<file path="config.mk">
export PLATFORM = sky130hd
export DESIGN_NAME = crri_core_register_reset_init
export DESIGN_NICKNAME = d
export VERILOG_FILES = /design/src/rtl/crri_pkg.sv /design/src/rtl/crri_core_register_reset_init.sv
export SDC_FILE = /design/constraint.sdc
export NUM_CORES = 1
export LEC_CHECK = 0
export BUFFER_PORTS_ARGS = -buffer_cell sky130_fd_sc_hd__buf_2
export CAP_MARGIN = 20
export CORE_ASPECT_RATIO = 0.75
export CORE_MARGIN = 1
export CORE_UTILIZATION = 50
export CTS_BUF_LIST = sky130_fd_sc_hd__clkbuf_4
export DETAILED_ROUTE_END_ITERATION = 8
export PLACE_DENSITY = 0.76
export RECOVER_POWER = 50
export SYNTH_ARGS = -nofsm -noshare
export SYNTH_HDL_FRONTEND = slang
export SYNTH_SLANG_ARGS = --single-unit
</file>
<file path="constraint.sdc">
create_clock -name clk -period 2.2 [get_ports clk]
set_input_delay 0.44 -clock clk [delete_from_list [all_inputs] [get_ports clk]]
set_output_delay 0.44 -clock clk [all_outputs]
set_load 0.05 [all_outputs]
</file>
<file path="src/rtl/crri_pkg.sv">
// Purpose: constants for the core register reset and wake-up initialisation block
// Assumes: 8-bit register port, word index addressing
// Notes: offsets are local indices of this block
package crri_pkg;
  localparam int unsigned CLK_HZ = 50000000;
  localparam logic [4:0] ADDR_STACK_TOP_UPPER = 5'h00;
  localparam logic [4:0] ADDR_STACK_TOP_HIGH = 5'h01;
  localparam logic [4:0] ADDR_STACK_TOP_LOW = 5'h02;
  localparam logic [4:0] ADDR_RETURN_STACK_POINTER = 5'h03;
  localparam logic [4:0] ADDR_PC_UPPER_LATCH = 5'h04;
  localparam logic [4:0] ADDR_PC_HIGH_LATCH = 5'h05;
  localparam logic [4:0] ADDR_PC_LOW_BYTE = 5'h06;
  localparam logic [4:0] ADDR_TABLE_POINTER_UPPER = 5'h07;
  localparam logic [4:0] ADDR_TABLE_POINTER_HIGH = 5'h08;
  localparam logic [4:0] ADDR_TABLE_POINTER_LOW = 5'h09;
  localparam logic [4:0] ADDR_TABLE_DATA_LATCH = 5'h0A;
  localparam logic [4:0] ADDR_MULTIPLY_RESULT_HIGH = 5'h0B;
  localparam logic [4:0] ADDR_MULTIPLY_RESULT_LOW = 5'h0C;
  localparam logic [4:0] ADDR_INTERRUPT_CONTROL_MAIN = 5'h0D;
  localparam logic [4:0] ADDR_INTERRUPT_CONTROL_SECOND = 5'h0E;
  localparam logic [4:0] ADDR_INTERRUPT_CONTROL_THIRD = 5'h0F;
  localparam logic [4:0] ADDR_POINTER_ZERO_HIGH = 5'h10;
  localparam logic [4:0] ADDR_POINTER_ZERO_LOW = 5'h11;
  localparam logic [4:0] ADDR_WORKING_ACCUMULATOR = 5'h12;
  localparam logic [4:0] ADDR_INDIRECT_ACCESS_ZERO = 5'h13;
  localparam logic [4:0] ADDR_INDIRECT_OFFSET_INDEXED_ZERO = 5'h17;
  localparam logic [4:0] ADDR_FIRST_PORT_INPUT = 5'h18;
  localparam logic [4:0] ADDR_FIRST_PORT_LATCH = 5'h19;
  localparam logic [4:0] ADDR_FIRST_PORT_DIRECTION = 5'h1A;
  localparam logic [7:0] MASK_5BIT = 8'h1F;
  localparam logic [7:0] MASK_6BIT = 8'h3F;
  localparam logic [7:0] MASK_4BIT = 8'h0F;
  localparam logic [7:0] MASK_STACK_POINTER = 8'hDF;
  localparam logic [7:0] MASK_PORT_NARROW = 8'h3F;
  localparam logic [7:0] STACK_FLAGS_MASK = 8'hC0;
  localparam logic [7:0] STACK_INDEX_MASK = 8'h1F;
  localparam logic [7:0] RESET_ZERO = 8'h00;
  localparam logic [7:0] RESET_INTERRUPT_SECOND = 8'hFF;
  localparam logic [7:0] RESET_INTERRUPT_THIRD = 8'hC0;
  localparam logic [7:0] INTERRUPT_MAIN_KEEP_MASK = 8'h01;
  localparam int GLOBAL_HIGH_ENABLE_BIT = 7;
  localparam int GLOBAL_LOW_ENABLE_BIT = 6;
  localparam logic [20:0] VECTOR_HIGH = 21'h000008;
  localparam logic [20:0] VECTOR_LOW = 21'h000018;
  localparam logic [20:0] SLEEP_STEP = 21'h000002;
endpackage : crri_pkg

</file>
<file path="src/rtl/crri_core_register_reset_init.sv">
// Purpose: core special function registers with reset-class and wake-up initialisation
// Assumes: reset-class and wake inputs are one-cycle pulses from core logic on clk
// Notes: undefined power-up contents are modelled as zero, a legal choice of unknown
//
// Summary of operation
// - stack top bytes cleared on every hard or power reset, held on wake-up unless loaded by an enabled interrupt wake
// - power reset keeps stack flags, zeroes pointer; hard reset clears all; bit5 zero
// - pc latches and low byte cleared on reset; wake-up advances pc by two unless the interrupt wake is vectored
// - table pointer and table latch cleared on reset, held on wake-up
// - product, accumulator, pointer bytes undefined at power-up, else kept
// - main interrupt control clears bits 7..1; bit0 undefined or kept
// - second interrupt control set to all ones on any reset
// - third interrupt control set to 1100_0000 on any reset
// - interrupt wake with global enable copies pc into stack top
// - interrupt wake with global enable advances the stack pointer
// - interrupt wake with global enable loads high or low vector
// - wake-up leaves the causing interrupt flag set
// - indirect alias locations own no storage and no reset value
// - unimplemented bits read as zero
// - first port bits 6 and 7 usable only in freeing oscillator modes
//
// Decided for this implementation: the address-and-strobe port and the register addresses.
`timescale 1ns/10ps
module crri_core_register_reset_init
  import crri_pkg::*;
(
  input wire logic clk, // core clock
  input wire logic rstn, // asynchronous reset, active low
  input wire logic power_reset, // power-on or brown-out event pulse
  input wire logic hard_reset, // other hard reset event pulse
  input wire logic wake_watchdog, // wake-up by watchdog pulse
  input wire logic wake_interrupt, // wake-up by interrupt pulse
  input wire logic wake_high_priority, // interrupt wake is high priority
  input wire logic [7:0] wake_flags, // main control flag bits causing wake
  input wire logic [20:0] pc_current, // program counter of the sleep instruction
  input wire logic osc_frees_pins, // oscillator mode frees port bits 6 and 7
  input wire logic [7:0] first_port_pins, // first port pin levels, asynchronous
  input wire logic [4:0] reg_addr, // register index
  input wire logic [7:0] reg_wdata, // write data
  input wire logic reg_write, // write strobe
  input wire logic reg_read, // read strobe
  output logic [7:0] reg_rdata, // read data, valid cycle after read strobe
  output logic [20:0] pc_out, // program counter
  output logic [7:0] port_latch_out, // first port output latch
  output logic [7:0] port_direction_out // first port direction
);

  typedef struct packed {
    logic [4:0] stack_top_upper;
    logic [7:0] stack_top_high;
    logic [7:0] stack_top_low;
    logic [7:0] return_stack_pointer;
    logic [4:0] program_counter_upper_latch;
    logic [7:0] program_counter_high_latch;
    logic [20:0] pc;
    logic [5:0] table_pointer_upper;
    logic [7:0] table_pointer_high;
    logic [7:0] table_pointer_low;
    logic [7:0] table_data_latch;
    logic [7:0] multiply_result_high;
    logic [7:0] multiply_result_low;
    logic [7:0] interrupt_control_main;
    logic [7:0] interrupt_control_second;
    logic [7:0] interrupt_control_third;
    logic [3:0] pointer_zero_high;
    logic [7:0] pointer_zero_low;
    logic [7:0] working_accumulator;
    logic [7:0] first_port_latch;
    logic [7:0] first_port_direction;
    logic [7:0] pin_meta;
    logic [7:0] pin_sync;
    logic [7:0] rdata;
  } crri_state_t;

  crri_state_t st;
  crri_state_t next_st;
  logic [7:0] port_mask;
  logic [7:0] read_value;
  logic int_wake_vectored;

  // disabled pins read and hold as zero
  assign port_mask = osc_frees_pins ? 8'hFF : MASK_PORT_NARROW;

  assign int_wake_vectored = wake_interrupt &&
    (st.interrupt_control_main[GLOBAL_HIGH_ENABLE_BIT] ||
     st.interrupt_control_main[GLOBAL_LOW_ENABLE_BIT]);

  always_comb
  begin
    read_value = RESET_ZERO;
    unique case (reg_addr)
      ADDR_STACK_TOP_UPPER: read_value = {3'h0, st.stack_top_upper};
      ADDR_STACK_TOP_HIGH: read_value = st.stack_top_high;
      ADDR_STACK_TOP_LOW: read_value = st.stack_top_low;
      ADDR_RETURN_STACK_POINTER: read_value = st.return_stack_pointer & MASK_STACK_POINTER;
      ADDR_PC_UPPER_LATCH: read_value = {3'h0, st.program_counter_upper_latch};
      ADDR_PC_HIGH_LATCH: read_value = st.program_counter_high_latch;
      ADDR_PC_LOW_BYTE: read_value = st.pc[7:0];
      ADDR_TABLE_POINTER_UPPER: read_value = {2'h0, st.table_pointer_upper};
      ADDR_TABLE_POINTER_HIGH: read_value = st.table_pointer_high;
      ADDR_TABLE_POINTER_LOW: read_value = st.table_pointer_low;
      ADDR_TABLE_DATA_LATCH: read_value = st.table_data_latch;
      ADDR_MULTIPLY_RESULT_HIGH: read_value = st.multiply_result_high;
      ADDR_MULTIPLY_RESULT_LOW: read_value = st.multiply_result_low;
      ADDR_INTERRUPT_CONTROL_MAIN: read_value = st.interrupt_control_main;
      ADDR_INTERRUPT_CONTROL_SECOND: read_value = st.interrupt_control_second;
      ADDR_INTERRUPT_CONTROL_THIRD: read_value = st.interrupt_control_third;
      ADDR_POINTER_ZERO_HIGH: read_value = {4'h0, st.pointer_zero_high};
      ADDR_POINTER_ZERO_LOW: read_value = st.pointer_zero_low;
      ADDR_WORKING_ACCUMULATOR: read_value = st.working_accumulator;
      ADDR_FIRST_PORT_INPUT: read_value = st.pin_sync & port_mask;
      ADDR_FIRST_PORT_LATCH: read_value = st.first_port_latch & port_mask;
      ADDR_FIRST_PORT_DIRECTION: read_value = st.first_port_direction & port_mask;
      // alias locations and unmapped indices hold nothing and read zero
      default: read_value = RESET_ZERO;
    endcase
  end

  always_comb
  begin
    next_st = st;
    next_st.pin_meta = first_port_pins;
    next_st.pin_sync = st.pin_meta;
    next_st.rdata = reg_read ? read_value : RESET_ZERO;
    if (reg_write)
    begin
      unique case (reg_addr)
        ADDR_STACK_TOP_UPPER: next_st.stack_top_upper = reg_wdata[4:0];
        ADDR_STACK_TOP_HIGH: next_st.stack_top_high = reg_wdata;
        ADDR_STACK_TOP_LOW: next_st.stack_top_low = reg_wdata;
        ADDR_RETURN_STACK_POINTER: next_st.return_stack_pointer = reg_wdata & MASK_STACK_POINTER;
        ADDR_PC_UPPER_LATCH: next_st.program_counter_upper_latch = reg_wdata[4:0];
        ADDR_PC_HIGH_LATCH: next_st.program_counter_high_latch = reg_wdata;
        // a low-byte write jumps, taking the upper bits from the latches
        ADDR_PC_LOW_BYTE: next_st.pc = {st.program_counter_upper_latch,
                                         st.program_counter_high_latch, reg_wdata};
        ADDR_TABLE_POINTER_UPPER: next_st.table_pointer_upper = reg_wdata[5:0];
        ADDR_TABLE_POINTER_HIGH: next_st.table_pointer_high = reg_wdata;
        ADDR_TABLE_POINTER_LOW: next_st.table_pointer_low = reg_wdata;
        ADDR_TABLE_DATA_LATCH: next_st.table_data_latch = reg_wdata;
        ADDR_MULTIPLY_RESULT_HIGH: next_st.multiply_result_high = reg_wdata;
        ADDR_MULTIPLY_RESULT_LOW: next_st.multiply_result_low = reg_wdata;
        ADDR_INTERRUPT_CONTROL_MAIN: next_st.interrupt_control_main = reg_wdata;
        ADDR_INTERRUPT_CONTROL_SECOND: next_st.interrupt_control_second = reg_wdata;
        ADDR_INTERRUPT_CONTROL_THIRD: next_st.interrupt_control_third = reg_wdata;
        ADDR_POINTER_ZERO_HIGH: next_st.pointer_zero_high = reg_wdata[3:0];
        ADDR_POINTER_ZERO_LOW: next_st.pointer_zero_low = reg_wdata;
        ADDR_WORKING_ACCUMULATOR: next_st.working_accumulator = reg_wdata;
        ADDR_FIRST_PORT_LATCH: next_st.first_port_latch = reg_wdata & port_mask;
        ADDR_FIRST_PORT_DIRECTION: next_st.first_port_direction = reg_wdata & port_mask;
        default: next_st.rdata = next_st.rdata;
      endcase
    end
    // disabled bits are forced low so they never drive or read back
    next_st.first_port_latch = next_st.first_port_latch & port_mask;
    next_st.first_port_direction = next_st.first_port_direction & port_mask;
    // wake-up: flags set after any write so a same-cycle write never clears the cause; a same-cycle reset still does
    if (wake_watchdog || wake_interrupt)
    begin
      next_st.interrupt_control_main = next_st.interrupt_control_main | wake_flags;
      next_st.pc = pc_current + SLEEP_STEP;
      if (int_wake_vectored)
      begin
        next_st.stack_top_upper = pc_current[20:16];
        next_st.stack_top_high = pc_current[15:8];
        next_st.stack_top_low = pc_current[7:0];
        next_st.return_stack_pointer = (st.return_stack_pointer & STACK_FLAGS_MASK) |
          ((st.return_stack_pointer + 8'h01) & STACK_INDEX_MASK);
        next_st.pc = wake_high_priority ? VECTOR_HIGH : VECTOR_LOW;
      end
    end
    // reset classes win over everything else in the same cycle
    if (power_reset || hard_reset)
    begin
      next_st.stack_top_upper = 5'h00;
      next_st.stack_top_high = RESET_ZERO;
      next_st.stack_top_low = RESET_ZERO;
      next_st.program_counter_upper_latch = 5'h00;
      next_st.program_counter_high_latch = RESET_ZERO;
      next_st.pc = 21'h000000;
      next_st.table_pointer_upper = 6'h00;
      next_st.table_pointer_high = RESET_ZERO;
      next_st.table_pointer_low = RESET_ZERO;
      next_st.table_data_latch = RESET_ZERO;
      next_st.interrupt_control_second = RESET_INTERRUPT_SECOND;
      next_st.interrupt_control_third = RESET_INTERRUPT_THIRD;
      // bit0 kept on hard reset; unknown on power reset, kept too
      next_st.interrupt_control_main = st.interrupt_control_main &
        INTERRUPT_MAIN_KEEP_MASK;
      // product, accumulator and pointer bytes are simply not touched
      if (power_reset)
        next_st.return_stack_pointer = st.return_stack_pointer & STACK_FLAGS_MASK;
      else
        next_st.return_stack_pointer = RESET_ZERO;
    end
  end

  // asynchronous reset is the power-on case: undefined bytes come up zero
  always_ff @(posedge clk or negedge rstn)
  begin
    if (!rstn)
    begin
      st <= '0;
      st.interrupt_control_second <= RESET_INTERRUPT_SECOND;
      st.interrupt_control_third <= RESET_INTERRUPT_THIRD;
    end
    else
      st <= next_st;
  end

  assign reg_rdata = st.rdata;
  assign pc_out = st.pc;
  assign port_latch_out = st.first_port_latch;
  assign port_direction_out = st.first_port_direction;

endmodule : crri_core_register_reset_init

</file>
## Word level (Yosys, flattened, before mapping)

Cells that the tools add are included.

- Register bits after elaboration: 193
- Input bits: 60
- Output and inout port bits: 45
- Logic and storage cells: 122

- Add/sub/neg operators: 2
- Eq/ne operators: 22
- Muxes and demuxes: 34
- Bitwise gates (word level): 8
- Reductions and logical operators: 30

Operator list:

| cell | number |
|---|---|
| $pmux W8 S22 | 1 |
| $mux W169 | 1 |
| $mux W8 | 20 |
| $mux W93 | 1 |
| $mux W21 | 3 |
| $mux W29 | 2 |
| $and A8 B8 Y8 | 6 |
| $eq A5 B4 Y1 const B | 8 |
| $eq A5 B5 Y1 const B | 6 |
| $reduce_and A2 Y1 | 14 |
| $mux W24 | 1 |
| $add A21 B2 Y21 const B | 1 |
| $eq A5 B3 Y1 const B | 4 |
| $reduce_bool A2 Y1 | 9 |
| $mux W5 | 3 |
| $eq A5 B2 Y1 const B | 2 |
| $or A8 B5 Y8 | 1 |
| $or A8 B8 Y8 | 1 |
| $mux W6 | 1 |
| $reduce_bool A3 Y1 | 2 |
| $add A5 B1 Y5 const B | 1 |
| $eq A5 B1 Y1 const B | 1 |
| $logic_not A5 Y1 | 1 |
| $mux W4 | 1 |
| 3 further kinds | 5 |

## Longest topological paths before layout

Gate-level depths: netlist of the first run.

- Word-level depth: 7
- Gate-level depth with buffers: 8
- Mapped depth without buffers: 6

## Least setup slack after synthesis of the first run

Ideal clock, no wire load.

- Path type: input to register
- Start: input reg_addr[2]
- End: register st, in the netlist reg_rdata[7]
- Library setup time: 0.126 ns
- Arrival: 1.701 ns
- Data required time: 2.074 ns
- Slack: 0.373 ns
- Stages on the path: 6
- Buffers on the path: 1
- Cells stage by stage: buf_2 -> mux2_2 -> and3_1 -> a221oi_2 -> o211ai_1 -> o311a_1

RTL lines:

| what | RTL line | text |
|---|---|---|
| from (decl) | crri_core_register_reset_init.sv:38 | `input wire logic [4:0] reg_addr,` |
| to (signal assigned) | crri_core_register_reset_init.sv:208 | `st <= next_st;` |
| to (decl) | crri_core_register_reset_init.sv:75 | `crri_state_t st;` |

==> flow_summary.yaml, run 1 <==
drt:
  viasPerCell: 6.27
  wl_per_cell_um: 23.9
  vias: 9041
  first_iter_violations: 1236
  dr.pass1.iters: 5
  ant_nets: 0
  wirelength_um: 34400
  drc: 0
critical_path:
  arrival_ps: 2480
  cpPeakStageDelay_ps: 460
  critPathCaptureType: "flop"
  path_max_fanout: 2
  cp_num_buf_inv: 1
  path_cells: "mux2_4, a32o_1, a2111oi_0, buf_4, and4_1, a31oi_1"
  crit_cells: 6
  path_class: "flop to flop"
  r2r_cells: 6
  start_kind: "flop"
  crit_family: "compound AO/OA/AOI/OAI gates"
  slowest_stage: "dfrtp_1"
  worstPathRequired_ps: 2680
yosys:
  yosys.area.top_type: "dfrtp_1"
  syn-num-nets: 1124
  synth_top_area_share_pct: 44.1
  yosysSeqAreaShare_pct: 46.6
  async_reset_ff_share_pct: 100
  synth.area.top_cells: "dfrtp_1 (44%), mux2i_1 (6.2%), mux2_2 (5.4%)"
  synth.avg_cell_area_um2: 9.73
  synth_edf_count: 0
  yosysWarnings: 0
  synth_seq_cells: 192
  syn_area_um2: 10300
  synth_flop_cell: "dfrtp_1"
  synth_cell_type_count: 70
  syn_inst: 1062
grt:
  grt_max_degree: 57
  antenna_found_initial: 2
  track_usage_pct: 33.5
  grt_pass1_vias: 8554
  grt_pass1_wl_um: 52700
  overflow: 0
cells_and_area:
  fill_cells: 1741
  nets: 1232
  area_growth_pct: 13.8
  final_layout_size_suffix_gt1_share_pct: 26.9
sta:
  clock_skew_ps: 27.9
  min_period_ps: 1990
  setup_slack_ps: 207
  max_freq_mhz: 502
  hold_violations: 0
  worst_slew_pin_slew_ps: 1450
  period_share_pct: 90.6
  slew_violations: 0
  relSlewSlack_pct: 3.25
  final-setup-viol-count: 0
  rsz0062_at_grt: "false"
floorplan:
  dieArea_um2: 21200
  io_pins: 105
  row_count: 45
  coreArea_um2: 20300
  fp.dieW_um: 168
  initial_core_util_pct: 51.0
  die_h_um: 126
hold_path:
  hp-class: "primary input to flop"
  hold_depth: 2
clocking:
  cts_setup_buffers: 0
  clkLatencyLatePin_ps: 620
  numCtsBuffers: 17
  clk_path_buf_depth: 2
  cts_resized: 0
  cts.clk_slew.worst_paths_ps: 170
  cts.htree.levels: 4
  cts_tree: "built"
  cts.sinks: 192
  cts.root.buffer_cell: "clkbuf_4"
  cts_hold_buf: 9
power:
  power_density_nw_per_um2: 625
  total_power_w: 0.00735
  irDropWorstVdd_mv: 0.331
  p_leak_nw: 5.28
placement:
  gp_congestion: 1.00
  dpl.hpwl_um: 25100
  post-place-ws_ps: -31.5
  io_buffers: 104
status:
  outcome: "completed"
job:
  drv_cap: 0
==> synthesized netlist by cell type (5+ instances only) <==
cell	count
a31oi_1	16
a32oi_1	8
nand4_1	6
xnor2_1	8
buf_4	56
nand3b_1	7
nand2_1	146
nand3_1	85
xor2_1	10
dfstp_2	10
o21ai_1	5
o22ai_1	18
a21oi_1	58
clkbuf_1	52
a211oi_1	5
and2_1	6
o21ai_0	29
and3_1	13
and3b_1	5
a22oi_1	6
dfrtp_1	182
nor3b_1	6
mux2_1	12
mux2_2	50
buf_2	19
a311oi_1	24
mux2i_1	64
nor3_1	8
nor2_1	66
nor2b_1	12
==> area by class of cell <==
class	instances	area [um^2]	area share [%]
antenna	2	5.00	0.0426
clock buffer	17	128	1.09
clock inverter	15	175	1.49
inverter	4	15.0	0.128
multi-input combinational	734	4750	40.4
sequential	192	4820	41.0
tap	258	323	2.74
timing repair buffer	221	1550	13.2
==> layout by cell type (no fill, tap or decap), types with 5 or more instances in the layout <==
cell type,instances
and3_1,13
buf_2,102
nand4_1,6
mux2_2,50
nor2b_1,12
and2_1,6
clkbuf_1,5
mux2i_1,64
buf_4,91
a31oi_1,16
nor3b_1,6
nand2_1,146
dfstp_2,10
o21ai_0,29
a32oi_1,8
dfrtp_1,182
dlygate4sd3_1,9
and3b_1,5
a311oi_1,24
nor3_1,9
a211oi_1,5
a21oi_1,58
xor2_1,10
clkbuf_4,17
mux2_1,12
a22oi_1,6
xnor2_1,8
nand3b_1,7
buf_12,11
o22ai_1,18
nor2_1,66
nand3_1,85
==> flip-flops by register name, summed over array words and instances (netlist names) <==
register / count
next_st: 8
pc_out: 21
port_direction_out: 8
port_latch_out: 8
reg_rdata: 8
st: 139
==> path summary, 6_finish.rpt <==
| check | endpoint | slack (ps) | start |
|---|---|---|---|
| setup / recovery | reg_rdata[4] | 210 | st[112] |
| min in group asynchronous | st[9] | 680 | rstn |
| hold / removal | st[171] | 40 | hard_reset |
| setup reg to reg | reg_rdata[4] | 210 | st[112] |
| max in group asynchronous | st[88] | 370 | rstn |
| hold reg to reg | st[8] | 370 | next_st[8] |
==> power by group <==
group / switching, W / total, W / internal, W
sequential: 0.000177 / 0.00394 / 0.00376
combinational: 0.000873 / 0.00136 / 0.000491
clock: 0.00142 / 0.00204 / 0.000622
total: 0.00247 / 0.00735 / 0.00488
==> kinds of logic after synthesis <==
| kind of cell | share of synthesized area [%] |
|---|---|
| multiplexers | 13.3 |
| XOR/XNOR | 1.53 |
| flip-flops | 46.6 |
| adder cells (fa/ha/maj) | 0.242 |
| AND/OR/NAND/NOR | 18.7 |
| buffers and inverters | 7.50 |
| AO/OA/AOI/OAI | 12.1 |
==> routing by layer <==
layer,vias up,routed length (um),global-route usage [%]
li1,3965,-,-
met1,4457,15400,50.2
met2,557,14200,46.8
met3,62,4080,8.74
met4,0,837,10.6
met5,-,0,0
==> per-stage QoR <==
| step | instances | setup TNS [ps] | hold slack, ps | util, % | cell area, um^2 |
|---|---|---|---|---|---|
| global route | 1442 | 0 | 28.6 | 58.0 | 11800 |
| detailed placement | 1400 | -167 | 335 | 56.3 | 11400 |
| global placement | 1400 | -338 | 332 | 56.3 | 11400 |
| finish | 1443 | 0 | 37.9 | 58.0 | 11800 |
| floorplan | 1062 | 0 | 144 | - | 10300 |
| CTS | 1441 | 0 | 6.37 | 58.3 | 11800 |
Note: power is estimated with default switching activity, not from simulation.
==> inputs of run 2 (changes only) <==
- HOLD_SLACK_MARGIN: default -> 0.15
==> run 2 against run 1 <==
  * Critical path depth stayed put
  * Die area stayed put
  * Global-route usage is 0.46 points higher
  * Final cell count increased by 2.2%
  * Hold slack gained 170 ps
  * Sequential share of layout area down 1.1 points
  * First-iteration DRC count decreased by 3.6%
  * Utilization is 1.6 points higher
  * Largest cell class unchanged
==> flow_summary.yaml, run 2 (same netlist as run 1, synthesis figures left out) <==
status:
  outcome: "completed"
critical_path:
  cp_num_buf_inv: 1
  path_class: "flop to flop"
  worstPathRequired_ps: 2690
  cpPeakStageDelay_ps: 460
  slowest_stage: "dfrtp_1"
  arrival_ps: 2480
  crit_family: "compound AO/OA/AOI/OAI gates"
  start_kind: "flop"
  critPathCaptureType: "flop"
  path_cells: "mux2_4, a32o_1, a2111oi_0, buf_4, and4_1, a31oi_1"
  path_max_fanout: 2
drt:
  vias: 9176
  wl_per_cell_um: 23.8
  ant_nets: 0
  first_iter_violations: 1191
  wirelength_um: 35100
  drc: 0
  met1Wirelength_um: 15500
  met2WireLength_um: 14700
  dr.pass1.iters: 6
  top_layer_used: "met4"
  viasPerCell: 6.22
  met3_length_um: 4120
floorplan:
  io_pins: 105
  dieArea_um2: 21200
  coreArea_um2: 20300
  fp.dieW_um: 168
  initial_core_util_pct: 51.0
  row_count: 45
  die_h_um: 126
sta:
  max_freq_mhz: 503
  worst_slew_pin_slew_ps: 1450
  hold_violations: 0
  slew_violations: 0
  min_period_ps: 1990
  final-setup-viol-count: 0
  clock_skew_ps: 31.1
  period_share_pct: 90.3
  setup_slack_ps: 213
  relSlewSlack_pct: 3.45
  rsz0062_at_grt: "false"
cells_and_area:
  nets: 1264
  finalInstanceArea_um2: 12100
  largest_reg_flops: 139
  area_growth_pct: 16.9
  final_cell_mix: "dfrtp_1 (182), nand2_1 (146), buf_2 (102), buf_4 (91), nand3_1 (85)"
  final_layout_size_suffix_gt1_share_pct: 26.2
  final_common_cell: "dfrtp_1"
  top_register: "st"
clocking:
  clkLatencyLatePin_ps: 620
  cts.clk_slew.worst_paths_ps: 180
  cts.htree.levels: 4
  cts_resized: 0
  clk_path_buf_depth: 2
  cts_setup_buffers: 0
  numCtsBuffers: 17
  cts_tree: "built"
  cts_hold_buf: 41
  cts.sinks: 192
  cts.root.buffer_cell: "clkbuf_4"
grt:
  overflow: 0
  antenna_found_initial: 2
  grt_pass1_vias: 8744
  track_usage_pct: 33.9
  grt_max_degree: 57
  grt_pass1_wl_um: 53500
placement:
  post-place-ws_ps: -31.5
  dpl.hpwl_um: 25100
  dpl_cell_area_um2: 11400
  io_buffers: 104
  gp_congestion: 1.00
power:
  power_density_nw_per_um2: 613
  p_leak_nw: 5.41
  irDropWorstVdd_mv: 0.333
job:
  drv_cap: 0
hold_path:
  hp-class: "primary input to flop"
run 2: cell types whose count changed in the layout (fill, tap and decap cells not counted), sizes merged:
cell,previous run,this run
dlygate4sd3,9,41
run 2: worst min-delay path, cell delays in order:
cell and delay [ps]:
buf_2 120, nor2_1 150, a311oi_1 70
run 2: layer usage:
layer	vias to the layer above	GRT usage, %
li1	4028	-
met1	4502	50.5
met2	585	48.2
met3	61	8.52
met4	0	10.7
met5	-	0
run 2: area by class of cell:
type	instances	area [um^2]
multi-input cells	734	4750
well taps	258	323
repair buffers	253	1870
flip-flops and latches	192	4820
clock buffers	17	128
clock inverters	15	175
inverters	4	15.0
fillers	1701	8190
diodes	2	5.00
run 2: per-stage QoR:
step	TNS (ps)	total power, W	std cells	utilization (%)	hold slack (ps)
3_5_place_dp	-167	0.00534	1400	56.3	335
4_1_cts	0	0.00739	1473	59.8	164
2_1_floorplan	0	0.00484	1062	-	144
5_1_grt	0	0.00763	1474	59.6	168
3_3_place_gp	-338	0.00531	1400	56.3	332
6_report	0	0.00740	1475	59.6	204
run 2: final timing paths:
path	startpoint	end	slack, ps	depth (start not counted)
setup / recovery	st[112]	reg_rdata[4]	210	6
hold / removal	pc_current[2]	st[174]	200	3
setup reg to reg	st[112]	reg_rdata[4]	210	6
hold reg to reg	next_st[8]	st[8]	360	0
max in group asynchronous	rstn	st[77]	370	3
min in group asynchronous	rstn	st[9]	680	2
run 2: where the power goes:
group | switching, W | leakage (nW) | internal [W]
Clock | 0.00143 | 0.161 | 0.000622
Combinational | 0.000883 | 2.72 | 0.000528
Sequential | 0.000180 | 2.53 | 0.00376
Total | 0.00249 | 5.41 | 0.00491
